$ cat src/tua_pkg.sv
// Package for the six-channel capture/compare timer: register indices,
// field positions, reset values, modes and carrier types.
// Assumes an AXI4-Lite host with 32-bit data, one register per word.
package tua_pkg;

    // Register indices; byte address is four times the index
    localparam logic [7:0] IDX_GSC = 8'h20;
    localparam logic [7:0] IDX_CNTH = 8'h22;
    localparam logic [7:0] IDX_CNTL = 8'h23;
    localparam logic [7:0] IDX_MODH = 8'h24;
    localparam logic [7:0] IDX_MODL = 8'h25;
    localparam logic [7:0] IDX_CH0 = 8'h26;
    localparam logic [7:0] IDX_CH_STEP = 8'h03;
    localparam logic [7:0] IDX_LAST = 8'h37;

    // Global status/control field positions and the channel flag bit
    localparam int GSC_OVF_BIT = 7;
    localparam int GSC_OVIE_BIT = 6;
    localparam int GSC_STOP_BIT = 5;
    localparam int GSC_TRST_BIT = 4;
    localparam int GSC_PS_LSB = 0;
    localparam int CSC_FLAG_BIT = 7;

    // Reset values and the external clock select code
    localparam logic [7:0] GSC_RST = 8'h20;
    localparam logic [15:0] MOD_RST = 16'hFFFF;
    localparam logic [2:0] PS_EXT = 3'h7;

    // Timing
    localparam int CLK_FREQ_HZ = 50000000;
    localparam int CAPT_DELAY_BUS_CYC = 2;

    // AXI responses
    localparam logic [1:0] RESP_OKAY = 2'h0;
    localparam logic [1:0] RESP_SLVERR = 2'h2;

    // Decoded register kinds
    localparam logic [2:0] K_GSC = 3'h0;
    localparam logic [2:0] K_CNTH = 3'h1;
    localparam logic [2:0] K_CNTL = 3'h2;
    localparam logic [2:0] K_MODH = 3'h3;
    localparam logic [2:0] K_MODL = 3'h4;
    localparam logic [2:0] K_CSC = 3'h5;
    localparam logic [2:0] K_CVH = 3'h6;
    localparam logic [2:0] K_CVL = 3'h7;

    typedef enum logic [3:0] {
        CM_OFF = 4'h1,
        CM_CAPT = 4'h2,
        CM_CMP = 4'h4,
        CM_BUF = 4'h8
    } tua_mode_t;

    // Channel status/control carrier
    typedef struct packed {
        logic flag;
        logic ie;
        logic buf_link;
        logic mode_sel_lo;
        logic edge_level_sel_hi;
        logic edge_level_sel_lo;
        logic toggle_at_overflow;
        logic max_bit;
    } tua_chan_ctrl_t;

    typedef struct packed {
        logic hit;
        logic [2:0] kind;
        logic [2:0] chan;
    } tua_dec_t;

endpackage : tua_pkg

$ cat src/tua_timer.sv
// Six-channel capture/compare timer with a shared 16-bit modulo counter,
// AXI4-Lite register access and bidirectional channel pins.
// Assumes one 50 MHz clock; pin inputs are asynchronous and synchronised.
//
// Notes on behaviour
// - Qualifying pin edge copies the 16-bit count into the channel value.
// - Two edge/level bits pick rising, falling or either edge.
// - Capture happens whether the flag is set or clear, overwriting.
// - Captured count lands two bus cycles after the pin edge.
// - Capture sets the flag; interrupt raised only when enabled.
// - Reset leaves channel value registers untouched.
// - Compare match sets, clears or toggles the pin per select bits.
// - Compare match sets the flag and may raise an interrupt.
// - Unbuffered compare value takes effect immediately on write.
// - Buffer bit on channel 0, 2, 4 links the pair; lower set first.
// - Last written set of the pair takes control at each overflow.
// - Linked pair: lower control governs, higher pin released.
// - Toggle-on-overflow toggles the pin one clock after the counter wraps from modulo to zero.
// - Period in counter clocks is modulo plus one.
// - Pulse width in counter clocks equals compare value.
// - All channels share one 16-bit modulo counter.
// - Three-bit select picks one of seven rates or external clock.
// - Buffer link bit has priority over the other mode bit.
// - Without toggle-on-overflow only compare matches change the pin.
`timescale 1ns/1ns
`default_nettype none
module tua_timer
    import tua_pkg::*;
(
    // Clock and reset
    input wire logic CLK_IN,
    input wire logic NRST_IN,
    // AXI4-Lite write
    input wire logic [9:0] AXI_AWADDR_IN,
    input wire logic AXI_AWVALID_IN,
    output logic AXI_AWREADY_OUT,
    input wire logic [31:0] AXI_WDATA_IN,
    input wire logic [3:0] AXI_WSTRB_IN,
    input wire logic AXI_WVALID_IN,
    output logic AXI_WREADY_OUT,
    output logic [1:0] AXI_BRESP_OUT,
    output logic AXI_BVALID_OUT,
    input wire logic AXI_BREADY_IN,
    // AXI4-Lite read
    input wire logic [9:0] AXI_ARADDR_IN,
    input wire logic AXI_ARVALID_IN,
    output logic AXI_ARREADY_OUT,
    output logic [31:0] AXI_RDATA_OUT,
    output logic [1:0] AXI_RRESP_OUT,
    output logic AXI_RVALID_OUT,
    input wire logic AXI_RREADY_IN,
    // Channel pins and external counter clock
    input wire logic [5:0] CH_PIN_IN,
    output logic [5:0] CH_PIN_OUT,
    output logic [5:0] CH_PIN_OE_N_OUT,
    input wire logic EXT_CLK_IN,
    // Processor interrupt request
    output logic IRQ_OUT
);

    function automatic tua_dec_t reg_dec(input logic [7:0] idx);
        logic [7:0] off;
        logic [7:0] q;
        logic [7:0] r;
        reg_dec = '0;
        off = idx - IDX_CH0;
        q = off / IDX_CH_STEP;
        r = off - q * IDX_CH_STEP;
        reg_dec.hit = 1'b1;
        if (idx == IDX_GSC) begin
            reg_dec.kind = K_GSC;
        end else if (idx == IDX_CNTH) begin
            reg_dec.kind = K_CNTH;
        end else if (idx == IDX_CNTL) begin
            reg_dec.kind = K_CNTL;
        end else if (idx == IDX_MODH) begin
            reg_dec.kind = K_MODH;
        end else if (idx == IDX_MODL) begin
            reg_dec.kind = K_MODL;
        end else if (idx >= IDX_CH0 && idx <= IDX_LAST) begin
            reg_dec.chan = q[2:0];
            reg_dec.kind = (r == 8'h00) ? K_CSC :
                           (r == 8'h01) ? K_CVH : K_CVL;
        end else begin
            reg_dec.hit = 1'b0;
        end
    endfunction : reg_dec

    // Link bit has priority over the other mode bit
    function automatic tua_mode_t chan_mode(input tua_chan_ctrl_t c,
                                            input logic partner_link);
        if (partner_link) begin
            chan_mode = CM_OFF;
        end else if (c.buf_link) begin
            chan_mode = CM_BUF;
        end else if (c.mode_sel_lo) begin
            chan_mode = CM_CMP;
        end else if (c.edge_level_sel_hi || c.edge_level_sel_lo) begin
            chan_mode = CM_CAPT;
        end else begin
            chan_mode = CM_OFF;
        end
    endfunction : chan_mode

    // Registers
    logic [7:0] gsc_ff;
    logic [15:0] mod_ff;
    logic [15:0] cnt_ff;
    logic [6:0] presc_ff;
    logic upd_ff;
    logic ovf_d_ff;
    tua_chan_ctrl_t ctrl_ff [6];
    logic [15:0] val_ff [6];
    logic [5:0] pin_ff;
    logic [2:0] act_hi_ff;
    logic [2:0] last_hi_ff;
    logic [5:0] pin_s1_ff;
    logic [5:0] pin_s2_ff;
    logic [5:0] pin_s3_ff;
    logic [2:0] ext_sync_ff;
    // Bus registers
    logic [7:0] aw_idx_ff;
    logic aw_got_ff;
    logic w_got_ff;
    logic [7:0] wdata_ff;
    logic wstrb0_ff;
    logic bvalid_ff;
    logic [1:0] bresp_ff;
    logic rvalid_ff;
    logic [1:0] rresp_ff;
    logic [31:0] rdata_ff;

    // Combinational
    tua_mode_t mode [6];
    logic [15:0] cmp_val [6];
    logic [5:0] rise;
    logic [5:0] fall;
    logic [5:0] cap_ev;
    logic [5:0] match;
    logic [6:0] ps_mask;
    logic tick;
    logic ovf;
    logic do_wr;
    logic wr_en;
    tua_dec_t wdec;
    tua_dec_t rdec;
    logic trst;

    assign wdec = reg_dec(aw_idx_ff);
    assign rdec = reg_dec(AXI_ARADDR_IN[9:2]);
    assign do_wr = aw_got_ff && w_got_ff && !bvalid_ff;
    assign wr_en = do_wr && wstrb0_ff && wdec.hit;
    assign trst = wr_en && wdec.kind == K_GSC && wdata_ff[GSC_TRST_BIT];

    // Prescaler tick or synchronised external clock edge
    assign ps_mask = 7'((8'h01 << gsc_ff[GSC_PS_LSB +: 3]) - 8'h01);
    always_comb begin
        if (gsc_ff[GSC_STOP_BIT]) begin
            tick = 1'b0;
        end else if (gsc_ff[GSC_PS_LSB +: 3] == PS_EXT) begin
            tick = ext_sync_ff[1] && !ext_sync_ff[2];
        end else begin
            tick = (presc_ff & ps_mask) == ps_mask;
        end
    end

    // Overflow in the same cycle as the wrap
    assign ovf = tick && cnt_ff == mod_ff && !trst;

    always_comb begin
        for (int i = 0; i < 6; i++) begin
            mode[i] = chan_mode(ctrl_ff[i],
                                i % 2 == 1 && ctrl_ff[i - i % 2].buf_link);
            rise[i] = pin_s2_ff[i] && !pin_s3_ff[i];
            fall[i] = !pin_s2_ff[i] && pin_s3_ff[i];
            cap_ev[i] = mode[i] == CM_CAPT &&
                ((ctrl_ff[i].edge_level_sel_lo && rise[i]) ||
                 (ctrl_ff[i].edge_level_sel_hi && fall[i]));
            cmp_val[i] = val_ff[i];
            if (i % 2 == 0 && mode[i] == CM_BUF && act_hi_ff[i / 2]) begin
                cmp_val[i] = val_ff[i + 1];
            end
            match[i] = upd_ff && cnt_ff == cmp_val[i] &&
                (mode[i] == CM_CMP || mode[i] == CM_BUF);
            CH_PIN_OE_N_OUT[i] = !(mode[i] == CM_CMP ||
                                   mode[i] == CM_BUF);
        end
    end

    // Synchronisers and history
    always_ff @(posedge CLK_IN or negedge NRST_IN) begin
        if (!NRST_IN) begin
            pin_s1_ff <= 6'h00;
            pin_s2_ff <= 6'h00;
            pin_s3_ff <= 6'h00;
            ext_sync_ff <= 3'h0;
        end else begin
            pin_s1_ff <= CH_PIN_IN;
            pin_s2_ff <= pin_s1_ff;
            pin_s3_ff <= pin_s2_ff;
            ext_sync_ff <= {ext_sync_ff[1:0], EXT_CLK_IN};
        end
    end

    // Shared counter and prescaler
    always_ff @(posedge CLK_IN or negedge NRST_IN) begin
        if (!NRST_IN) begin
            cnt_ff <= 16'h0000;
            presc_ff <= 7'h00;
            upd_ff <= 1'b0;
            ovf_d_ff <= 1'b0;
        end else if (trst) begin
            cnt_ff <= 16'h0000;
            presc_ff <= 7'h00;
            upd_ff <= 1'b0;
            ovf_d_ff <= 1'b0;
        end else begin
            presc_ff <= gsc_ff[GSC_STOP_BIT] ? presc_ff : presc_ff + 7'h01;
            upd_ff <= tick;
            // Overflow toggle lines up with the compare action
            ovf_d_ff <= ovf;
            if (ovf) begin
                cnt_ff <= 16'h0000;
            end else if (tick) begin
                cnt_ff <= cnt_ff + 16'h0001;
            end
        end
    end

    // Global control and overflow flag
    always_ff @(posedge CLK_IN or negedge NRST_IN) begin
        if (!NRST_IN) begin
            gsc_ff <= GSC_RST;
            mod_ff <= MOD_RST;
        end else begin
            if (wr_en && wdec.kind == K_GSC) begin
                gsc_ff[6:0] <= {wdata_ff[6:5], 2'h0, wdata_ff[2:0]};
                if (!wdata_ff[GSC_OVF_BIT]) begin
                    gsc_ff[GSC_OVF_BIT] <= 1'b0;
                end
            end
            if (ovf) begin
                gsc_ff[GSC_OVF_BIT] <= 1'b1;
            end
            if (wr_en && wdec.kind == K_MODH) begin
                mod_ff[15:8] <= wdata_ff;
            end
            if (wr_en && wdec.kind == K_MODL) begin
                mod_ff[7:0] <= wdata_ff;
            end
        end
    end

    // Channel control and event flags; set wins over clear
    always_ff @(posedge CLK_IN or negedge NRST_IN) begin
        if (!NRST_IN) begin
            for (int i = 0; i < 6; i++) begin
                ctrl_ff[i] <= '0;
            end
        end else begin
            for (int i = 0; i < 6; i++) begin
                if (wr_en && wdec.kind == K_CSC && wdec.chan == 3'(i)) begin
                    ctrl_ff[i].ie <= wdata_ff[6];
                    ctrl_ff[i].buf_link <= (i % 2 == 0) && wdata_ff[5];
                    ctrl_ff[i][4:0] <= wdata_ff[4:0];
                    if (!wdata_ff[CSC_FLAG_BIT]) begin
                        ctrl_ff[i].flag <= 1'b0;
                    end
                end
                if (cap_ev[i] || match[i]) begin
                    ctrl_ff[i].flag <= 1'b1;
                end
            end
        end
    end

    // Value registers hold across reset
    always_ff @(posedge CLK_IN) begin
        for (int i = 0; i < 6; i++) begin
            if (cap_ev[i]) begin
                val_ff[i] <= cnt_ff;
            end else if (wr_en && wdec.chan == 3'(i)) begin
                if (wdec.kind == K_CVH) begin
                    val_ff[i][15:8] <= wdata_ff;
                end
                if (wdec.kind == K_CVL) begin
                    val_ff[i][7:0] <= wdata_ff;
                end
            end
        end
    end

    // Buffered pair selection
    always_ff @(posedge CLK_IN or negedge NRST_IN) begin
        if (!NRST_IN) begin
            act_hi_ff <= 3'h0;
            last_hi_ff <= 3'h0;
        end else begin
            for (int p = 0; p < 3; p++) begin
                if (mode[2 * p] != CM_BUF) begin
                    act_hi_ff[p] <= 1'b0;
                    last_hi_ff[p] <= 1'b0;
                end else begin
                    if (wr_en && wdec.chan[2:1] == 2'(p) &&
                        (wdec.kind == K_CVH || wdec.kind == K_CVL)) begin
                        last_hi_ff[p] <= wdec.chan[0];
                    end
                    if (ovf) begin
                        act_hi_ff[p] <= last_hi_ff[p];
                    end
                end
            end
        end
    end

    // Pin drive: compare action wins over overflow toggle
    always_ff @(posedge CLK_IN or negedge NRST_IN) begin
        if (!NRST_IN) begin
            pin_ff <= 6'h00;
        end else begin
            for (int i = 0; i < 6; i++) begin
                if (match[i]) begin
                    case ({ctrl_ff[i].edge_level_sel_hi,
                           ctrl_ff[i].edge_level_sel_lo})
                        2'h1: pin_ff[i] <= !pin_ff[i];
                        2'h2: pin_ff[i] <= 1'b0;
                        2'h3: pin_ff[i] <= 1'b1;
                        default: pin_ff[i] <= pin_ff[i];
                    endcase
                end else if (ovf_d_ff && ctrl_ff[i].toggle_at_overflow &&
                             (mode[i] == CM_CMP || mode[i] == CM_BUF)) begin
                    pin_ff[i] <= !pin_ff[i];
                end
            end
        end
    end
    assign CH_PIN_OUT = pin_ff;

    always_comb begin
        IRQ_OUT = gsc_ff[GSC_OVF_BIT] && gsc_ff[GSC_OVIE_BIT];
        for (int i = 0; i < 6; i++) begin
            IRQ_OUT = IRQ_OUT || (ctrl_ff[i].flag && ctrl_ff[i].ie);
        end
    end

    // AXI4-Lite write channel
    assign AXI_AWREADY_OUT = !aw_got_ff && !bvalid_ff;
    assign AXI_WREADY_OUT = !w_got_ff && !bvalid_ff;
    always_ff @(posedge CLK_IN or negedge NRST_IN) begin
        if (!NRST_IN) begin
            aw_idx_ff <= 8'h00;
            aw_got_ff <= 1'b0;
            w_got_ff <= 1'b0;
            wdata_ff <= 8'h00;
            wstrb0_ff <= 1'b0;
            bvalid_ff <= 1'b0;
            bresp_ff <= RESP_OKAY;
        end else begin
            if (AXI_AWVALID_IN && AXI_AWREADY_OUT) begin
                aw_idx_ff <= AXI_AWADDR_IN[9:2];
                aw_got_ff <= 1'b1;
            end
            if (AXI_WVALID_IN && AXI_WREADY_OUT) begin
                wdata_ff <= AXI_WDATA_IN[7:0];
                wstrb0_ff <= AXI_WSTRB_IN[0];
                w_got_ff <= 1'b1;
            end
            if (do_wr) begin
                aw_got_ff <= 1'b0;
                w_got_ff <= 1'b0;
                bvalid_ff <= 1'b1;
                bresp_ff <= wdec.hit ? RESP_OKAY : RESP_SLVERR;
            end else if (bvalid_ff && AXI_BREADY_IN) begin
                bvalid_ff <= 1'b0;
            end
        end
    end
    assign AXI_BVALID_OUT = bvalid_ff;
    assign AXI_BRESP_OUT = bresp_ff;

    // AXI4-Lite read channel
    assign AXI_ARREADY_OUT = !rvalid_ff;
    always_ff @(posedge CLK_IN or negedge NRST_IN) begin
        if (!NRST_IN) begin
            rvalid_ff <= 1'b0;
            rresp_ff <= RESP_OKAY;
            rdata_ff <= 32'h00000000;
        end else if (AXI_ARVALID_IN && AXI_ARREADY_OUT) begin
            rvalid_ff <= 1'b1;
            rresp_ff <= rdec.hit ? RESP_OKAY : RESP_SLVERR;
            rdata_ff <= 32'h00000000;
            if (rdec.hit) begin
                case (rdec.kind)
                    K_GSC: rdata_ff[7:0] <= gsc_ff;
                    K_CNTH: rdata_ff[7:0] <= cnt_ff[15:8];
                    K_CNTL: rdata_ff[7:0] <= cnt_ff[7:0];
                    K_MODH: rdata_ff[7:0] <= mod_ff[15:8];
                    K_MODL: rdata_ff[7:0] <= mod_ff[7:0];
                    K_CSC: rdata_ff[7:0] <= ctrl_ff[rdec.chan];
                    K_CVH: rdata_ff[7:0] <= val_ff[rdec.chan][15:8];
                    K_CVL: rdata_ff[7:0] <= val_ff[rdec.chan][7:0];
                    default: rdata_ff[7:0] <= 8'h00;
                endcase
            end
        end else if (rvalid_ff && AXI_RREADY_IN) begin
            rvalid_ff <= 1'b0;
        end
    end
    assign AXI_RVALID_OUT = rvalid_ff;
    assign AXI_RRESP_OUT = rresp_ff;
    assign AXI_RDATA_OUT = rdata_ff;
endmodule : tua_timer
`default_nettype wire

$ cat config.mk
export PLATFORM = sky130hd
export DESIGN_NAME = tua_timer
export DESIGN_NICKNAME = d
export VERILOG_FILES = /design/src/tua_pkg.sv /design/src/tua_timer.sv
export SDC_FILE = /design/constraint.sdc
export NUM_CORES = 1
export LEC_CHECK = 0
export BUFFER_PORTS_ARGS = -buffer_cell sky130_fd_sc_hd__buf_2
export CAP_MARGIN = 0
export CORE_ASPECT_RATIO = 1.2
export CORE_MARGIN = 2
export CORE_UTILIZATION = 30
export CTS_BUF_LIST = sky130_fd_sc_hd__clkbuf_16
export CTS_CLUSTER_SIZE = 24
export DETAILED_ROUTE_END_ITERATION = 7
export PLACE_DENSITY = 0.49
export SLEW_MARGIN = 15
export SYNTH_ARGS = -nofsm -noshare
export SYNTH_HDL_FRONTEND = slang
export SYNTH_SLANG_ARGS = --single-unit
$ cat constraint.sdc
create_clock -name CLK_IN -period 6.7 [get_ports CLK_IN]
set_input_delay 0.335 -clock CLK_IN [delete_from_list [all_inputs] [get_ports CLK_IN]]
set_output_delay 0.335 -clock CLK_IN [all_outputs]
set_load 0.01 [all_outputs]
==> results of run 1 <==
## layout make-up
class                      count  area [µm²]
fill                        6080       38900
multi-input combinational   1424       10700
sequential                   251        6790
timing repair buffer         253        1820
tap                          808        1010
clock buffer                  30         751
inverter                      76         289
clock inverter                24         259
## metrics by stage
| step | setup WS (ns) | setup TNS (ns) |
|---|---|---|
| finish | 0.430 | 0 |
| global route | 0.0468 | 0 |
| CTS | 0.0252 | 0 |
| detailed placement | -0.0249 | -0.234 |
| global placement | 0.0188 | 0 |
| floorplan | 0.00499 | 0 |
## layer usage
layer / vias up / track usage (%) / part of all wire [%]
li1: 7159 / - / -
met5: - / 0 / 0
met2: 517 / 37.0 / 49
met1: 7898 / 26.5 / 42
met3: 110 / 1.56 / 5.0
met4: 0 / 8.42 / 4.0
## worst max-delay path, cell delays in order, from the launching register on
cell	delay, ns
dfrtp_2	0.44
ha_2	0.23
o31a_1	0.26
or3_4	0.37
and2_4	0.18
or4_1	0.46
a21o_1	0.20
a41o_1	0.22
o21ai_1	0.16
mux2i_1	0.29
o2111ai_4	0.21
ha_4	0.32
inv_1	0.04
ha_1	0.28
o21a_1	0.10
o21ai_1	0.15
a21boi_0	0.12
o21ai_1	0.15
a21boi_0	0.15
o221ai_2	0.28
nor2_4	0.09
o32a_1	0.20
or2_4	0.29
nor4_4	0.29
buf_6	0.18
mux2_2	0.34
## timing repair
item / 4_1_cts / 5_1_grt
hold endpoints to repair: 72 / 0
hold buffers: 21 / 0
endpoints found under the setup margin: 56 / 236
gates resized for setup: 6 / 24
pin swaps: 1 / 6
setup buffers: 2 / 4
## registers in the layout, indices dropped and copies added (netlist names), 3 cells and up
register / cells
presc_ff: 6
val_ff: 96
ext_sync_ff: 3
act_hi_ff: 3
aw_idx_ff: 8
pin_s2_ff: 6
mod_ff: 16
pin_s3_ff: 6
last_hi_ff: 3
AXI_RDATA_OUT: 8
CH_PIN_OUT: 6
gsc_ff: 6
cnt_ff: 16
wdata_ff: 8
pin_s1_ff: 6
ctrl_ff: 45
## cell families (layout without fill, tap and decap cells)
family,count (synthesis),count (layout)
compound gates,401,401
xor+xnor,142,142
fa+ha+maj,55,55
buf+inv,227,383
flops,251,251
mux,258,258
other cells,1,26
simple gates,542,542
## Yosys cell counts (7+ instances only)
master,instances
o21bai_1,7
clkbuf_1,90
a211oi_1,19
nor3_1,41
mux2_2,171
fa_1,12
nand2b_1,17
buf_2,17
a21boi_0,11
o21ai_0,102
and2_1,16
or3b_2,13
buf_4,30
nand2_1,133
o31ai_1,11
or2_2,11
nand3b_1,11
nand4_1,30
inv_1,70
mux2i_1,87
nand3_1,57
a221oi_1,14
dfstp_2,17
nor4_1,16
nor3b_1,11
xnor2_1,82
o211ai_1,13
xor2_1,58
ha_1,42
or3_1,10
nor2b_1,21
a31oi_1,19
nor2_1,95
dfrtp_1,138
a21o_1,12
edfxtp_1,96
o32ai_1,9
a21oi_1,78
buf_1,13
and3_1,21
a22oi_1,8
o22ai_1,8
o221ai_1,12
o21a_1,11
## final timing paths
path | startpoint | to | slack (ns) | cells past startpoint
max | aw_idx_ff[1] | val_ff[1][1] | 0.43 | 25
max reg2reg | aw_idx_ff[1] | val_ff[1][1] | 0.43 | 25
min | AXI_WDATA_IN[4] | wdata_ff[4] | 0.001 | 3
min reg2reg | pin_s1_ff[2] | pin_s2_ff[2] | 0.35 | 0
max in group asynchronous | NRST_IN | ctrl_ff[18] | 5.15 | 3
min in group asynchronous | NRST_IN | ext_sync_ff[0] | 0.27 | 2
## where the power goes
group,switching (W),internal [W]
Clock,0.000697,0.00101
Sequential,0.000366,0.00172
Combinational,0.00350,0.00254
Total,0.00456,0.00527
==> run metrics, run 1 <==
outcome finished, final reports clean; Iter 0 DRT Violations 1,217; skew final 0.0206 ns; Diodes inserted 0; drt first pass iters 5; cells after synthesis 1,877; Placer Congestion 0.988; Post-synth EDFFs 96; Crit Path Max Fanout 8; fin util 35.7%; Final min period 6.27 ns; Wirelength per Cell 23.4 µm; post-synthesis sequential area ratio 37.1%; area leader, netlist dfrtp_1; design area 21,600 µm²; synthesized cell area 18,300 µm²; initial antenna violation count 0; Yosys cell types 98; yosys warns 0; xor-xnor portion of the synthesized cell area 6.95%; clk buf depth 3; largest family of logic cells by synthesized area simple AND/OR/NAND/NOR gates; post-synthesis simple-gate area fraction 16.1%; core area 60,600 µm²; most frequent cells in the layout mux2_2 (171), buf_4 (163), dfrtp_1 (134); post-DP HPWL 49.5 mm; Die Y 274 µm; Async S/R FF share, synth 61.8%; Setup crit start kind register; Worst VDD drop 0.650 mV; H-tree Lvls 1; clk_lat worst skew 0.57 ns; via count 15,700; I/O pin total 124; placed insts 2,785; die area 62,900 µm²; Cell Pwr Density 455 nW/µm²; GR Overflow Total 0; critical path endpoint category register; fraction of layout cells with a size suffix above 1 26.6%; Rel. slew slack 18.7%; Leak Pwr 9.34 nW; row count 99; vias per inst 5.47; Required @ worst endpoint 7.01 ns; Avg Cell Area, Syn 9.74 µm²; Post-Synth Adder-Cell Area 4.24%; nets 2,159; number of remaining DRC errors 0; initial core utilization 30.2%; most common cell after layout, fill and taps aside mux2_2; first-pass GRT wire length 101 mm; final hold violations 0; mux cell area share after synthesis 15.3%; die width 229 µm; Detail Route Antenna Nets 0; Final period util 93.6%; Synth-to-Final Area Change 18.4%; Finish-stage setup viols 0; DP Area 20,300 µm²; top-area cell type share of the netlist area 18.9%; Finished Layout Cells 2,866; GRT Overall Usage 21.0%; final WL 67.0 mm; max cap viols 0; FF+latch count, synth 251; final hold slack 0.00107 ns; CTS tree done; kind of critical path reg2reg; PortBufs 66; largest net degree at the start of global routing 63; clk slew on worst S/H paths 0.07 ns; top cells by area, synth dfrtp_1 (19%), edfxtp_1 (16%), mux2_2 (11%); compound-gate portion of the synthesized area 14.9%; vias in the first global route 15,600; Clock Sinks 251; ys flop type dfrtp_1; RSZ-0062 raised after global routing false; number of CTS-inserted buffers 29; Pwr Total 0.00984 W; worst hold path type in2reg; Worst-Margin Slew 1.22 ns; Worst EP arrival 6.58 ns; Final Slew Violations 0; Highest Clock Rate 159 MHz; CTS root buf clkbuf_16
(Power assumes the default switching activity.)
==> run 2: changes to the inputs <==
Settings changed: HOLD_SLACK_MARGIN set to 0.05.
==> run 2 against run 1 <==
Worst setup slack worse by 0.0071 ns. Largest power group unchanged. Routed wire length hardly changed. Clock skew is 0.00083 ns lower. Critical endpoint unchanged. Sequential share of layout area is 0.087 points lower. Worst hold slack better by 0.26 ns. Combinational power hardly changed.
==> run metrics, run 2 (same netlist as run 1, synthesis figures left out) <==
outcome finished, final reports clean; most frequent cells in the layout mux2_2 (171), buf_4 (163), dfrtp_1 (134); row count 99; Final period util 93.7%; Rel. slew slack 18.1%; fraction of layout cells with a size suffix above 1 26.5%; Iter 0 DRT Violations 1,289; initial antenna violation count 0; Clock Sinks 251; die area 62,900 µm²; Synth-to-Final Area Change 18.7%; Leak Pwr 9.36 nW; CTS root buf clkbuf_16; skew final 0.0197 ns; Final min period 6.28 ns; core area 60,600 µm²; clk buf depth 3; most common cell after layout, fill and taps aside mux2_2; H-tree Lvls 1; reg2reg end val_ff[1][1]; Placer Congestion 0.988; FF-to-FF setup slack 0.42 ns; Top reg by flops val_ff; worst r2r src aw_idx_ff[1]; Diodes inserted 0; R2R depth 25; number of remaining DRC errors 0; via count 15,700; GR Overflow Total 0; vias per inst 5.48; nets 2,165; Worst VDD drop 0.651 mV; DP Area 20,300 µm²; max FFs per register 96; initial core utilization 30.2%; clk slew on worst S/H paths 0.06 ns; Highest Clock Rate 159 MHz; Final Slew Violations 0; final WL 67.0 mm; vias in the first global route 15,600; Required @ worst endpoint 7.01 ns; final hold violations 0; drt first pass iters 5; die width 229 µm; most frequent CP cell o21ai_1; PortBufs 66; Crit Path Max Fanout 8; Crit. Startpoint aw_idx_ff[1]; Setup crit start kind register; max cap viols 0; first-pass GRT wire length 101 mm; post-DP HPWL 49.5 mm; design area 21,700 µm²; slowest cell on the critical path or4_1; Worst EP arrival 6.59 ns; I/O pin total 124; Wirelength per Cell 23.3 µm; Worst-Margin Slew 1.23 ns; clk_lat worst skew 0.58 ns; Die Y 274 µm; setup_tns 0 ns; RSZ-0062 raised after global routing false; Detail Route Antenna Nets 0; Cell Pwr Density 453 nW/µm²; Finish-stage setup viols 0; kind of critical path reg2reg; fin worst setup slack 0.423 ns; Crit path largest cell delay 0.46 ns; worst hold path type in2async; CTS tree done; Top Registers val_ff (96), ctrl_ff (45); post-place setup slack -0.0249 ns; GRT Overall Usage 21.0%; critical path endpoint category register; largest net degree at the start of global routing 63; number of CTS-inserted buffers 29
run 2: final cells by class:
class / instances / area (µm²)
Tap cell: 808 / 1010
Sequential cell: 251 / 6790
Fill cell: 6074 / 38900
Clock buffer: 30 / 751
Clock inverter: 24 / 259
Multi-Input combinational cell: 1424 / 10700
Inverter: 76 / 289
Timing Repair Buffer: 259 / 1880
run 2: per-stage QoR:
step	hold slack, ns	instances	power, W	util (%)
3_3_place_gp	0.320	2785	0.00769	33.5
3_5_place_dp	0.328	2785	0.00781	33.5
5_1_grt	0.349	2872	0.0106	35.8
4_1_cts	0.301	2868	0.00962	35.6
2_1_floorplan	0.0394	1902	0.00613	-
6_report	0.266	2872	0.00984	35.8
run 2: worst max path at each step:
stage	end	cells past startpoint
CTS	val_ff[5][1]	25
global placement	val_ff[3][13]	25
detailed placement	val_ff[3][10]	23
finish	val_ff[1][1]	25
floorplan	AXI_RDATA_OUT[7]	35
global route	val_ff[1][5]	30
run 2: layer usage:
metal | track usage, % | vias to the layer above | share of wire (%)
met2 | 37.0 | 525 | 49
met1 | 26.5 | 7929 | 42
li1 | - | 7175 | -
met4 | 8.58 | 0 | 4.2
met5 | 0 | - | 0
met3 | 1.56 | 117 | 4.8
run 2: power by group:
part / switching (W) / internal [W]
clock: 0.000696 / 0.00101
combinational: 0.00350 / 0.00255
sequential: 0.000363 / 0.00172
run 2: timing repair:
action,in CTS,in global routing
buffers inserted,2,4
endpoints found under the setup margin,56,236
gates resized for setup,6,24
cloned,0,0
hold buffers,27,0
pin swaps,1,6
hold endpoints to repair,78,0
run 2: critical path: cells and delay by family, from the launching register on:
kind	cells	cell delay (ns)
compound gates	12	2.20
simple gates	6	1.68
mux	2	0.63
flops	1	0.44
fa+ha+maj	3	0.83
buf+inv	2	0.22
==> run 3: changes to the inputs <==
Settings changed: CORE_ASPECT_RATIO 1.2 to 2.
==> run 3 against run 2 <==
Sequential cell count unchanged. Critical endpoint is now val_ff[4][5]. Register-to-register slack worse by 0.03 ns. Highest routed layer unchanged. Sequential power is essentially flat. Clock power is 15% lower.
==> run metrics, run 3 (same netlist as run 1, synthesis figures left out) <==
drt first pass iters 6; max cap viols 0; Top Registers val_ff (96), ctrl_ff (45); slowest cell on the critical path or4_1; most frequent CP cell o21ai_1; Highest Clock Rate 159 MHz; Required @ worst endpoint 7.02 ns; most common cell after layout, fill and taps aside mux2_2; skew final 0.0210 ns; I/O pin total 124; Pwr Total 0.00927 W; clk_lat worst skew 0.57 ns; Cell Pwr Density 437 nW/µm²; core area 60,500 µm²; final hold slack 0.0712 ns; clk slew on worst S/H paths 0.06 ns; Final period util 94.1%; Leak Pwr 9.12 nW; vias per inst 5.42; setup_tns 0 ns; H-tree Lvls 1; GR Overflow Total 0; outcome finished, final reports clean; Rel. slew slack 19.6%; worst hold path type in2reg; Setup crit start kind register; Crit Path Max Fanout 8; die width 179 µm; Worst-Margin Slew 1.21 ns; Worst EP arrival 6.62 ns; Iter 0 DRT Violations 1,149; post-DP HPWL 45.3 mm; Placer Congestion 0.920; Final Slew Violations 0; Top reg by flops val_ff; number of CTS-inserted buffers 28; delay-heaviest family, CP compound AO/OA/AOI/OAI gates; fraction of layout cells with a size suffix above 1 24.6%; largest net degree at the start of global routing 66; initial antenna violation count 1; Crit path largest cell delay 0.46 ns; nets 2,126; die area 63,000 µm²; GRT Overall Usage 20.0%; Final min period 6.31 ns; PortBufs 66; Worst VDD drop 0.709 mV; Die Y 353 µm; via count 15,200; final WL 63.4 mm; critical path endpoint category register; Clock Sinks 251; initial core utilization 30.2%; CP Buf/Inv Count 3; max FFs per register 96; Detail Route Antenna Nets 0; Finish-stage setup viols 0; vias in the first global route 15,100; first-pass GRT wire length 95.6 mm; CTS root buf clkbuf_16; row count 128; kind of critical path reg2reg; final hold violations 0; most frequent cells in the layout mux2_2 (171), dfrtp_1 (135), nand2_1 (133); Wirelength per Cell 22.6 µm; Synth-to-Final Area Change 16.0%; clk buf depth 3; number of remaining DRC errors 0; CTS tree done
-- run 3: changes by cell type in the layout (fill, tap and decap cells not counted), moves of 2 or more --
cell and change:
bufinv_16 -5, inv_6 -2, o21ai_0 -2, clkinv_1 +3, buf_4 -36, clkinv_2 -2, clkinv_4 -4, inv_1 +7
nor2_2 +2
-- run 3: worst paths after layout --
| kind | startpoint | end | slack [ns] | cells after the start |
|---|---|---|---|---|
| max reg2reg | aw_idx_ff[1] | val_ff[4][5] | 0.39 | 27 |
| min in group asynchronous | NRST_IN | cnt_ff[12] | 0.30 | 2 |
| min | AXI_WDATA_IN[2] | wdata_ff[2] | 0.07 | 2 |
| min reg2reg | pin_s1_ff[5] | pin_s2_ff[5] | 0.34 | 0 |
| max | aw_idx_ff[1] | val_ff[4][5] | 0.39 | 27 |
| max in group asynchronous | NRST_IN | aw_idx_ff[4] | 5.15 | 3 |
-- run 3: metal layers --
layer	part of all wire [%]	track usage, %
met1	43	27.0
met4	3.4	6.54
met3	6.2	3.00
met5	0	0
met2	47	32.7
-- run 3: report_power, final --
group	switching (W)	internal [W]	leakage, nW
Sequential	0.000333	0.00172	2.98
Clock	0.000648	0.000795	0.446
Combinational	0.00333	0.00244	5.70
Total	0.00432	0.00496	9.12
-- run 3: per-stage QoR --
stage / std cells / utilization (%) / setup WS (ns) / cell area, µm²
detailed placement: 2725 / 33.1 / 0.00520 / 20000
finish: 2803 / 35.0 / 0.393 / 21200
CTS: 2801 / 34.9 / 0.0473 / 21100
global route: 2802 / 35.0 / -0.00725 / 21200
floorplan: 1902 / - / 0.00499 / 18400
global placement: 2725 / 33.1 / -0.00653 / 20000
-- run 3: area by class of cell --
class                      instances  area [µm²]
antenna                            1        2.50
clock buffer                      30         751
clock inverter                    20        81.3
fill                            6259       39300
inverter                          76         288
multi-input combinational       1424       10700
sequential                       251        6790
tap                              780         976
timing repair buffer             221        1590
-- run 3: repair_timing --
action / 4_1_cts / 5_1_grt
buffers inserted: 0 / 1
hold buffers: 26 / 0
resized for setup: 1 / 29
pin swaps: 0 / 3
cloned: 0 / 0
hold endpoints to repair: 51 / 0
setup endpoints to repair: 8 / 221
